### config.mk
export PLATFORM = sky130hd
export DESIGN_NAME = rsps_top
export DESIGN_NICKNAME = d
export VERILOG_FILES = /design/src/include/rsps_pkg.sv /design/src/include/rsps_strap_if.sv /design/src/design/rsps_top.sv /design/src/design/rsps_latch.sv
export VERILOG_INCLUDE_DIRS = /design/src /design/src/include
export SDC_FILE = /design/constraint.sdc
export NUM_CORES = 1
export LEC_CHECK = 0
export ABC_AREA = 1
export BUFFER_PORTS_ARGS = -buffer_cell sky130_fd_sc_hd__buf_2
export CAP_MARGIN = 20
export CORE_MARGIN = 1
export CORE_UTILIZATION = 53
export CTS_CLUSTER_SIZE = 25
export DETAILED_ROUTE_END_ITERATION = 10
export MAX_ROUTING_LAYER = met4
export PLACE_DENSITY_LB_ADDON = 0.08
export SLEW_MARGIN = 20
export SYNTH_ARGS = -nofsm -noshare
export SYNTH_HDL_FRONTEND = slang
export SYNTH_SLANG_ARGS = --single-unit
### constraint.sdc
create_clock -name clk -period 1.7 [get_ports clk]
set_input_delay 0.17 -clock clk [delete_from_list [all_inputs] [get_ports clk]]
set_output_delay 0.17 -clock clk [all_outputs]
set_load 0.005 [all_outputs]
### src/include/rsps_map.svh
// Register offsets, field positions and reset values of the strap selection block.
`ifndef RSPS_MAP_SVH
`define RSPS_MAP_SVH

// ----------------------------------------------------------------------------
// Register byte offsets
// ----------------------------------------------------------------------------
`define RSPS_OFS_STATUS      5'h00
`define RSPS_OFS_GPIO_EN     5'h04
`define RSPS_OFS_GPIO_DIR    5'h08
`define RSPS_OFS_GPIO_OUT    5'h0c
`define RSPS_OFS_GPIO_IN     5'h10

// ----------------------------------------------------------------------------
// Status register field positions
// ----------------------------------------------------------------------------
`define RSPS_ST_PCI_SEL      0
`define RSPS_ST_MAC_SEL      1
`define RSPS_ST_HOST_WIDTH   2
`define RSPS_ST_AUTOINIT     3
`define RSPS_ST_ENDIAN       4
`define RSPS_ST_PCI_SPEED    5
`define RSPS_ST_RSVD_LOW     6
`define RSPS_ST_EXT_ADDR_LO  8
`define RSPS_ST_EXT_ADDR_HI  11
`define RSPS_ST_INVALID      12
`define RSPS_ST_CAPTURED     13

// ----------------------------------------------------------------------------
// Reset values and decode codes
// ----------------------------------------------------------------------------
`define RSPS_GPIO_RST        7'h00
`define RSPS_RDATA_RST       32'h0000_0000
`define RSPS_BOOT_RSVD       2'h2
`define RSPS_BOOT_HOST_PCI   2'h1
`define RSPS_MCLK_RSVD       2'h3

`endif

### src/include/rsps_pkg.sv
// Types shared by the strap selection modules.
package rsps_pkg;

   // Captured strap levels.
   typedef struct packed {
      logic       pci_select;
      logic       mac_select;
      logic       host_width;
      logic       autoinit;
      logic       endian;
      logic       pci_speed;
      logic       reserved_low;
      logic [3:0] ext_addr;
   } rsps_straps_t;

   // Boot mode encoding held in the upper two external-address straps.
   typedef enum logic [1:0] {
      RSPS_BOOT_NONE     = 2'h0,
      RSPS_BOOT_HOST_PCI = 2'h1,
      RSPS_BOOT_RESERVED = 2'h2,
      RSPS_BOOT_EXT_MEM  = 2'h3
   } rsps_boot_t;

   // External memory clock source held in the lower two external-address straps.
   typedef enum logic [1:0] {
      RSPS_MCLK_EXT_INPUT = 2'h0,
      RSPS_MCLK_CPU_DIV4  = 2'h1,
      RSPS_MCLK_CPU_DIV6  = 2'h2,
      RSPS_MCLK_RESERVED  = 2'h3
   } rsps_mclk_t;

   // State of the strap capture module.
   typedef struct packed {
      logic         captured;
      rsps_straps_t straps;
   } rsps_latch_state_t;

   // State of the top module: every output and register lives here.
   typedef struct packed {
      logic         waitrequest;
      logic [31:0]  readdata;
      logic [6:0]   gpio_en;
      logic [6:0]   gpio_dir;
      logic [6:0]   gpio_out;
      logic         host_port_en;
      logic         host_port_32bit;
      logic         host_low_to_host;
      logic         host_high_to_host;
      logic         host_high_to_eth;
      logic         eth_en;
      logic         pci_en;
      logic         pci_only_pins_en;
      logic         eeprom_autoinit_en;
      logic         pci_defaults_en;
      logic         pci_33mhz;
      logic         upper_gpio_avail;
      logic [6:0]   upper_gpio_o;
      logic [6:0]   upper_gpio_oe;
      logic         big_endian;
      rsps_boot_t   boot_mode;
      logic         boot_from_host;
      logic         boot_from_pci;
      rsps_mclk_t   mem_clock_sel;
      logic         config_invalid;
   } rsps_state_t;

endpackage : rsps_pkg

### src/include/rsps_strap_if.sv
// Interface that carries the captured strap levels from the capture module.
`timescale 1ns/1ps
interface rsps_strap_if;
   import rsps_pkg::*;

   rsps_straps_t straps;
   logic         captured;

   modport latch (output straps, output captured);
   modport user  (input straps, input captured);
endinterface : rsps_strap_if

### src/design/rsps_top.sv
// Reset-time strap capture and shared-pin peripheral selection with register access.
//
// Our own choices: the register offsets and the Avalon-MM slave port.
`timescale 1ns/1ps
`include "rsps_map.svh"
module rsps_top
   import rsps_pkg::*;
(
   input  wire logic        clk,
   input  wire logic        arst_n,
   // Strap pins.
   input  wire logic        pci_select_strap,
   input  wire logic        mac_select_strap,
   input  wire logic        host_width_strap,
   input  wire logic        autoinit_strap_pin,
   input  wire logic        endian_strap,
   input  wire logic        pci_speed_strap,
   input  wire logic        reserved_low_strap,
   input  wire logic [3:0]  ext_addr_straps,
   // Avalon-MM slave.
   input  wire logic [4:0]  avs_address,
   input  wire logic        avs_read,
   input  wire logic        avs_write,
   input  wire logic [3:0]  avs_byteenable,
   input  wire logic [31:0] avs_writedata,
   output logic [31:0]      avs_readdata,
   output logic             avs_waitrequest,
   // Upper general-purpose pins.
   input  wire logic [6:0]  upper_gpio_i,
   output logic [6:0]       upper_gpio_o,
   output logic [6:0]       upper_gpio_oe,
   output logic             upper_gpio_avail,
   // Peripheral selection.
   output logic             host_port_en,
   output logic             host_port_32bit,
   output logic             host_low_to_host,
   output logic             host_high_to_host,
   output logic             host_high_to_eth,
   output logic             eth_en,
   output logic             pci_en,
   output logic             pci_only_pins_en,
   output logic             eeprom_autoinit_en,
   output logic             pci_defaults_en,
   output logic             pci_33mhz,
   // Device configuration.
   output logic             big_endian,
   output logic [1:0]       boot_mode,
   output logic             boot_from_host,
   output logic             boot_from_pci,
   output logic [1:0]       mem_clock_sel,
   output logic             config_invalid
);

   rsps_strap_if cap_if ();

   rsps_state_t  state_reg;
   rsps_state_t  state_next;

   // ---------------------------------------------------------------------------
   // Strap capture
   // ---------------------------------------------------------------------------
   rsps_latch u_latch (
      .clk                (clk),
      .arst_n             (arst_n),
      .pci_select_strap   (pci_select_strap),
      .mac_select_strap   (mac_select_strap),
      .host_width_strap   (host_width_strap),
      .autoinit_strap_pin (autoinit_strap_pin),
      .endian_strap       (endian_strap),
      .pci_speed_strap    (pci_speed_strap),
      .reserved_low_strap (reserved_low_strap),
      .ext_addr_straps    (ext_addr_straps),
      .cap                (cap_if.latch)
   );

   // ---------------------------------------------------------------------------
   // Helpers
   // ---------------------------------------------------------------------------
   // Merge a write into a 7-bit register; only byte lane 0 carries the field.
   function automatic logic [6:0] rsps_merge(input logic [6:0] old_val,
                                             input logic [31:0] wdata,
                                             input logic [3:0] be);
      rsps_merge = be[0] ? wdata[6:0] : old_val;
   endfunction : rsps_merge

   // Status word built from the captured straps.
   function automatic logic [31:0] rsps_status(input rsps_straps_t s,
                                               input logic cap,
                                               input logic inval);
      logic [31:0] w;
      w                                            = 32'h0000_0000;
      w[`RSPS_ST_PCI_SEL]                          = s.pci_select;
      w[`RSPS_ST_MAC_SEL]                          = s.mac_select;
      w[`RSPS_ST_HOST_WIDTH]                       = s.host_width;
      w[`RSPS_ST_AUTOINIT]                         = s.autoinit;
      w[`RSPS_ST_ENDIAN]                           = s.endian;
      w[`RSPS_ST_PCI_SPEED]                        = s.pci_speed;
      w[`RSPS_ST_RSVD_LOW]                         = s.reserved_low;
      w[`RSPS_ST_EXT_ADDR_HI:`RSPS_ST_EXT_ADDR_LO] = s.ext_addr;
      w[`RSPS_ST_INVALID]                          = inval;
      w[`RSPS_ST_CAPTURED]                         = cap;
      rsps_status = w;
   endfunction : rsps_status

   // ---------------------------------------------------------------------------
   // Next-state logic
   // ---------------------------------------------------------------------------
   // Nothing is enabled until the straps have been captured, so the shared
   // pins stay undriven until the second rising edge after reset release.
   always_comb begin
      rsps_straps_t s;
      logic         v;
      logic         pci;
      logic         req;
      logic [31:0]  rd;
      rd         = 32'h0000_0000;
      s          = cap_if.straps;
      v          = cap_if.captured;
      pci        = v & s.pci_select;
      req        = avs_read | avs_write;
      state_next = state_reg;

      // Shared-pin ownership.  PCI wins over all other functions.
      state_next.pci_en            = pci;
      state_next.pci_only_pins_en  = pci;
      state_next.host_port_en      = v & ~s.pci_select
                                     & ~(s.host_width & s.mac_select);
      state_next.host_low_to_host  = v & ~s.pci_select
                                     & ~(s.host_width & s.mac_select);
      state_next.host_port_32bit   = v & ~s.pci_select & s.host_width
                                     & ~s.mac_select;
      state_next.host_high_to_host = v & ~s.pci_select & s.host_width
                                     & ~s.mac_select;
      state_next.host_high_to_eth  = v & ~s.pci_select & s.mac_select;
      state_next.eth_en            = v & ~s.pci_select & s.mac_select;
      state_next.upper_gpio_avail  = v & ~s.pci_select;

      // PCI initialisation source and speed matter only with PCI owning pins.
      state_next.eeprom_autoinit_en = pci & s.autoinit;
      state_next.pci_defaults_en    = pci & ~s.autoinit;
      state_next.pci_33mhz          = pci & s.pci_speed;

      // Upper GPIO drive: enable and direction both set, and PCI absent.
      state_next.upper_gpio_o  = state_reg.gpio_out;
      state_next.upper_gpio_oe = (v & ~s.pci_select) ? 
                                 (state_reg.gpio_en & state_reg.gpio_dir) : 7'h00;

      // Device configuration decoded from the captured straps.
      state_next.big_endian     = v & ~s.endian;
      state_next.boot_mode      = rsps_boot_t'(s.ext_addr[3:2]);
      state_next.boot_from_host = v & ~s.pci_select
                                  & (s.ext_addr[3:2] == `RSPS_BOOT_HOST_PCI);
      state_next.boot_from_pci  = pci
                                  & (s.ext_addr[3:2] == `RSPS_BOOT_HOST_PCI);
      state_next.mem_clock_sel  = rsps_mclk_t'(s.ext_addr[1:0]);
      // A high reserved-low strap is the board breaking its side; flag it.
      state_next.config_invalid = v & (s.reserved_low
                                  | (s.ext_addr[3:2] == `RSPS_BOOT_RSVD)
                                  | (s.ext_addr[1:0] == `RSPS_MCLK_RSVD)
                                  | (s.pci_select & s.mac_select));

      // Bus slave: waitrequest drops for one cycle, on the first edge that samples the request
      // is seen.  Writes commit on the edge where the master sees it low.
      state_next.waitrequest = ~(req & state_reg.waitrequest);
      if (avs_write & ~state_reg.waitrequest) begin
         unique case (avs_address)
            `RSPS_OFS_GPIO_EN: begin
               state_next.gpio_en = rsps_merge(state_reg.gpio_en, avs_writedata,
                                               avs_byteenable);
            end
            `RSPS_OFS_GPIO_DIR: begin
               state_next.gpio_dir = rsps_merge(state_reg.gpio_dir, avs_writedata,
                                                avs_byteenable);
            end
            `RSPS_OFS_GPIO_OUT: begin
               state_next.gpio_out = rsps_merge(state_reg.gpio_out, avs_writedata,
                                                avs_byteenable);
            end
            default: begin
            end
         endcase
      end

      // Read data is prepared on the edge that lowers waitrequest.
      unique case (avs_address)
         `RSPS_OFS_STATUS:   rd = rsps_status(s, v, state_next.config_invalid);
         `RSPS_OFS_GPIO_EN:  rd = {25'h0000000, state_reg.gpio_en};
         `RSPS_OFS_GPIO_DIR: rd = {25'h0000000, state_reg.gpio_dir};
         `RSPS_OFS_GPIO_OUT: rd = {25'h0000000, state_reg.gpio_out};
         `RSPS_OFS_GPIO_IN:  rd = {25'h0000000, upper_gpio_i};
         default:            rd = 32'h0000_0000; // Unmapped reads return zero.
      endcase
      if (avs_read & state_reg.waitrequest) begin
         state_next.readdata = rd;
      end
   end

   // ---------------------------------------------------------------------------
   // State register
   // ---------------------------------------------------------------------------
   always_ff @(posedge clk or negedge arst_n) begin
      if (!arst_n) begin
         state_reg             <= '0;
         state_reg.waitrequest <= 1'b1;
         state_reg.readdata    <= `RSPS_RDATA_RST;
         state_reg.gpio_en     <= `RSPS_GPIO_RST;
         state_reg.gpio_dir    <= `RSPS_GPIO_RST;
         state_reg.gpio_out    <= `RSPS_GPIO_RST;
      end else begin
         state_reg <= state_next;
      end
   end

   // ---------------------------------------------------------------------------
   // Outputs, all taken straight from the state register
   // ---------------------------------------------------------------------------
   assign avs_readdata       = state_reg.readdata;
   assign avs_waitrequest    = state_reg.waitrequest;
   assign upper_gpio_o       = state_reg.upper_gpio_o;
   assign upper_gpio_oe      = state_reg.upper_gpio_oe;
   assign upper_gpio_avail   = state_reg.upper_gpio_avail;
   assign host_port_en       = state_reg.host_port_en;
   assign host_port_32bit    = state_reg.host_port_32bit;
   assign host_low_to_host   = state_reg.host_low_to_host;
   assign host_high_to_host  = state_reg.host_high_to_host;
   assign host_high_to_eth   = state_reg.host_high_to_eth;
   assign eth_en             = state_reg.eth_en;
   assign pci_en             = state_reg.pci_en;
   assign pci_only_pins_en   = state_reg.pci_only_pins_en;
   assign eeprom_autoinit_en = state_reg.eeprom_autoinit_en;
   assign pci_defaults_en    = state_reg.pci_defaults_en;
   assign pci_33mhz          = state_reg.pci_33mhz;
   assign big_endian         = state_reg.big_endian;
   assign boot_mode          = state_reg.boot_mode;
   assign boot_from_host     = state_reg.boot_from_host;
   assign boot_from_pci      = state_reg.boot_from_pci;
   assign mem_clock_sel      = state_reg.mem_clock_sel;
   assign config_invalid     = state_reg.config_invalid;

endmodule : rsps_top

### src/design/rsps_latch.sv
// Strap capture module: samples the board straps once after reset release.
`timescale 1ns/1ps
module rsps_latch
   import rsps_pkg::*;
(
   input  wire logic       clk,
   input  wire logic       arst_n,
   input  wire logic       pci_select_strap,
   input  wire logic       mac_select_strap,
   input  wire logic       host_width_strap,
   input  wire logic       autoinit_strap_pin,
   input  wire logic       endian_strap,
   input  wire logic       pci_speed_strap,
   input  wire logic       reserved_low_strap,
   input  wire logic [3:0] ext_addr_straps,
   rsps_strap_if.latch     cap
);

   rsps_latch_state_t state_reg;
   rsps_latch_state_t state_next;

   // ---------------------------------------------------------------------------
   // Capture
   // ---------------------------------------------------------------------------
   // The asynchronous reset may only load constants, so the pins are taken at
   // the first edge after release, while the board resistors still set them.
   always_comb begin
      state_next = state_reg;
      if (!state_reg.captured) begin
         state_next.captured            = 1'b1;
         state_next.straps.pci_select   = pci_select_strap;
         state_next.straps.mac_select   = mac_select_strap;
         state_next.straps.host_width   = host_width_strap;
         state_next.straps.autoinit     = autoinit_strap_pin;
         state_next.straps.endian       = endian_strap;
         state_next.straps.pci_speed    = pci_speed_strap;
         state_next.straps.reserved_low = reserved_low_strap;
         state_next.straps.ext_addr     = ext_addr_straps;
      end
      // Once captured the values are frozen until the next reset.
   end

   always_ff @(posedge clk or negedge arst_n) begin
      if (!arst_n) begin
         state_reg <= '0;
      end else begin
         state_reg <= state_next;
      end
   end

   assign cap.straps   = state_reg.straps;
   assign cap.captured = state_reg.captured;

endmodule : rsps_latch

Word level (Yosys, flattened, before mapping):

Cells that the tools add are included.

* output and inout bits: 67
* word-level logic and storage cells: 73
* bits of input ports: 63
* register bits: 96

* reduce and logical (&&, ||, !) cells: 4
* bitwise gates (word level): 30
* mux-type cells: 2
* eq/ne operators: 7

Operators with widths (number)
* $pmux 14 s5: 1
* $and 1x1->1: 18
* $eq 5x4->1 const B: 2
* $reduce_and 3->1: 3
* $and 7x7->7: 1
* $mux 7: 1
* $not 1->1: 7
* $eq 5x3->1 const B: 1
* $eq 5x5->1 const B: 1
* $logic_not 5->1: 1
* $eq 2x2->1 const B: 2
* $or 1x1->1: 4
* $eq 2x1->1 const B: 1

Logic depth before layout (Yosys ltp):

* depth after elaboration: 6
* gate-level depth with buffers: 7
* gate-level depth less buffers: 7

By module:

A second synthesis with hierarchy kept.

* cells, all modules: 374
* area, all modules: 3557.2 µm²

Modules (own cells, without submodules)
* rsps_top: cells an instance 325, times used 1, area an instance 3106.7 µm², seq. area each 1627.8 µm²
* rsps_latch: cells an instance 49, times used 1, area an instance 450.4 µm², seq. area each 300.3 µm²

Least setup slack after synthesis:

OpenSTA, ideal clock, no wires.

* path kind: register -> register
* start: reg state_reg (netlist bit avs_waitrequest)
* end: reg state_reg (netlist bit avs_readdata[10])
* required time: 1605 ps
* setup time: 95 ps
* cell stages (with the launch flop): 4
* path buffers: 1
* setup slack: 535 ps
* data arrival time: 1070 ps
* cells stage by stage: dfstp_2 > nand2_1 > clkbuf_1 > o31ai_1

* longest elaborated chain between the ends: 1

RTL lines
* start, declared: line rsps_top.sv:56 `rsps_state_t state_reg;`
* start signal, assigned: line rsps_top.sv:210 `state_reg <= state_next;`
* $and 1x1->1: line rsps_top.sv:193 `if (avs_read & state_reg.waitrequest) begin`

No other way between the ends.
A chain may end at the register's enable or synchronous reset.

==> results.ini <==
[outcome]
status=finished, final reports clean

[synth]
synthCells=364
ys_seq_area_share_pct=54.7
ys_warn_count=0
syn_area_um2=3530
ys_seq_elements=77
synth.avg_cell_area_um2=9.69
yosys.cell_types.count=27

[critical_path]
critical_path_class=reg2reg
cp_max_fo=18
worstPathRequired_ps=1960
r2r_cells=4
crit_arrival_ps=1510
crit_chain=inv_2 -> nor2_1 -> inv_2 -> nor3_1
cp-startpoint=u_latch.cap.captured$_DFF_PN0_
slowest_stage=dfrtp_1
endpoint_kind=flip-flop
cp_slowest_stage_delay_ps=510
start_kind=flip-flop
cp.depth=4
r2r_setup_slack_ps=450
reg2reg_from=u_latch.cap.captured$_DFF_PN0_
cp_top_family=flip-flops
cp_common_cell=inv_2
critPathCapture=boot_from_host$_DFF_PN0_
worst-path-buf-inv=2
r2r_end=boot_from_host$_DFF_PN0_

[routing]
wl_per_cell_um=13.4
first_iter_violations=138
drcViolationCount=0
drt-total-wl_mm=6.69
via_per_inst=4.99
ant_nets=0
vias=2487
first_pass_iters=4

[sta]
slew-limit-headroom_pct=44.8
post-route-period-util_pct=73.5
max_clock_freq_mhz=800
whs_ps=14.2
tns_ps=0
worst_slew_pin_slew_ps=825
finalHoldViolCount=0
setup_viol=0
maxSlewViolCount=0
skew_ps=9.49
rsz0062_at_grt=no
min_period_ps=1250

[power_and_ir_drop]
combPwrFrac_pct=9.7
switching_power_mw=0.969
switching_share_pct=24.6
vdd_drop_max_uv=546
power_density_nw_per_um2=1000
intPower_mw=2.97
clockPowerShare_pct=38.8
power_leakage_nw=2.19
seq_power_share_pct=51.6

[grt]
grt_pass1_vias=2296
grt_pass1_wl_mm=11.3
grtUsageTotal_pct=21.7
grt_antenna_before_repair=0
grt_overflow=0
grt_max_degree=37

[floorplan]
fp.dieH_um=83.6
std_cell_rows=29
dieArea_um2=6980
initial_utilization_pct=55.2
die_x_um=83.6
fp.coreArea_um2=6390
io_pins=130

[layout]
area_delta_synth_final_pct=11.5
drive_gt1_share_pct=29.2
largest_reg_flops=14
nets=479
n_antenna_cell=0

[clocking]
h-tree-depth=3
clk_pin_slew_ps=80
ctsRootBufferMaster=clkbuf_8
clock_path_buffers=2
cts-buffers-inserted=9
cts_setup_buffers=0
clkSinkCount=77
clock_latency_ps=350
cts_tree=yes

[run]
drv_cap=0

[min_path]
hp-class=in2reg

[place]
dp_hpwl_mm=4.78
place.gp.congestion=0.781
io_buffer_count=82

## how the worst min path moves through the flow
stage,start,to,slack (ps),cells after the start
after floorplan,arst_n,avs_readdata[0]$_DFFE_PN0P_,-130,0
after global placement,arst_n,state_next[18]$_DFFE_PN0P_,140,1
after detailed placement,arst_n,upper_gpio_o[3]$_DFF_PN0_,140,1
after CTS,avs_write,avs_waitrequest$_DFF_PN1_,9,2
after global routing,ext_addr_straps[3],u_latch.cap.straps[3]$_DFFE_PN0N_,9,3
final,avs_write,avs_waitrequest$_DFF_PN1_,10,2
## power by group through the flow
stage               logic (mW)  registers (mW)  clock network (mW)
finish                   0.380            2.03                1.53
global route             0.431            2.05                1.65
CTS                      0.383            2.03                1.56
detailed placement       0.379            2.07                   0
global placement         0.372            2.06                   0
floorplan                0.284            2.05                   0
## timing repair
item,in CTS,in global routing
hold endpoints to repair,30,0
hold buffers,2,0
resized for setup,0,0
## worst reg2reg max path, cell delays in order (launching register included)
cell and delay [ps]:
dfrtp_1 510, inv_2 200, nor2_1 190, inv_2 120, nor3_1 150
## cell families (layout without fill, tap and decap cells)
group | after synthesis | after routing | synth area share (%)
other | 2 | 20 | 0.213
AO/OA/AOI/OAI | 41 | 41 | 7.31
AND/OR/NAND/NOR | 156 | 156 | 21.5
flip-flops | 77 | 77 | 54.7
buffers and inverters | 88 | 127 | 16.3
## cells in the final DEF (no fill, tap or decap), types with 10 or more instances in the layout
cell	n
buf_2	81
clkbuf_8	10
conb_1	20
dfrtp_1	76
inv_1	16
nand2_1	86
nand3_1	14
nand4_1	29
nor2_1	16
o21ai_0	14
## routing by layer
| layer | wire [µm] | GRT usage [%] |
|---|---|---|
| met5 | 0 | - |
| met4 | 116 | 8.78 |
| met3 | 335 | 4.25 |
| met2 | 3040 | 30.4 |
| met1 | 3200 | 31.2 |
## area by class of cell
class,instances,area [µm²]
clock buffer,11,141
clock inverter,5,83.8
fill,604,2450
inverter,19,71.3
multi-input combinational,217,1090
sequential,77,1930
tap,77,96.3
timing repair buffer,92,518
## stage by stage
step | instances | worst slack (ps) | power [mW] | cell area, µm² | utilization, %
after floorplan | 382 | 535 | 2.33 | 3590 | -
after global placement | 480 | 232 | 2.44 | 3690 | 57.7
after detailed placement | 480 | 228 | 2.44 | 3690 | 57.7
after CTS | 498 | 437 | 3.97 | 3930 | 61.6
after global routing | 498 | 283 | 4.13 | 3930 | 61.6
final | 498 | 451 | 3.94 | 3930 | 61.6
## synth_stat cells, drive strengths merged
cell | number | area share, %
a21oi | 2 | 0.28
a31oi | 1 | 0.18
buf | 65 | 14
clkbuf | 4 | 0.43
conb | 2 | 0.21
dfrtp | 76 | 54
dfstp | 1 | 0.75
inv | 19 | 2.0
nand2 | 86 | 9.2
nand3 | 15 | 2.5
nand3b | 1 | 0.21
nand4 | 30 | 5.7
nor2 | 21 | 3.5
nor3 | 3 | 0.43
o21ai | 28 | 4.7
o21bai | 7 | 1.5
o31ai | 3 | 0.64
(Power assumes the default switching activity.)
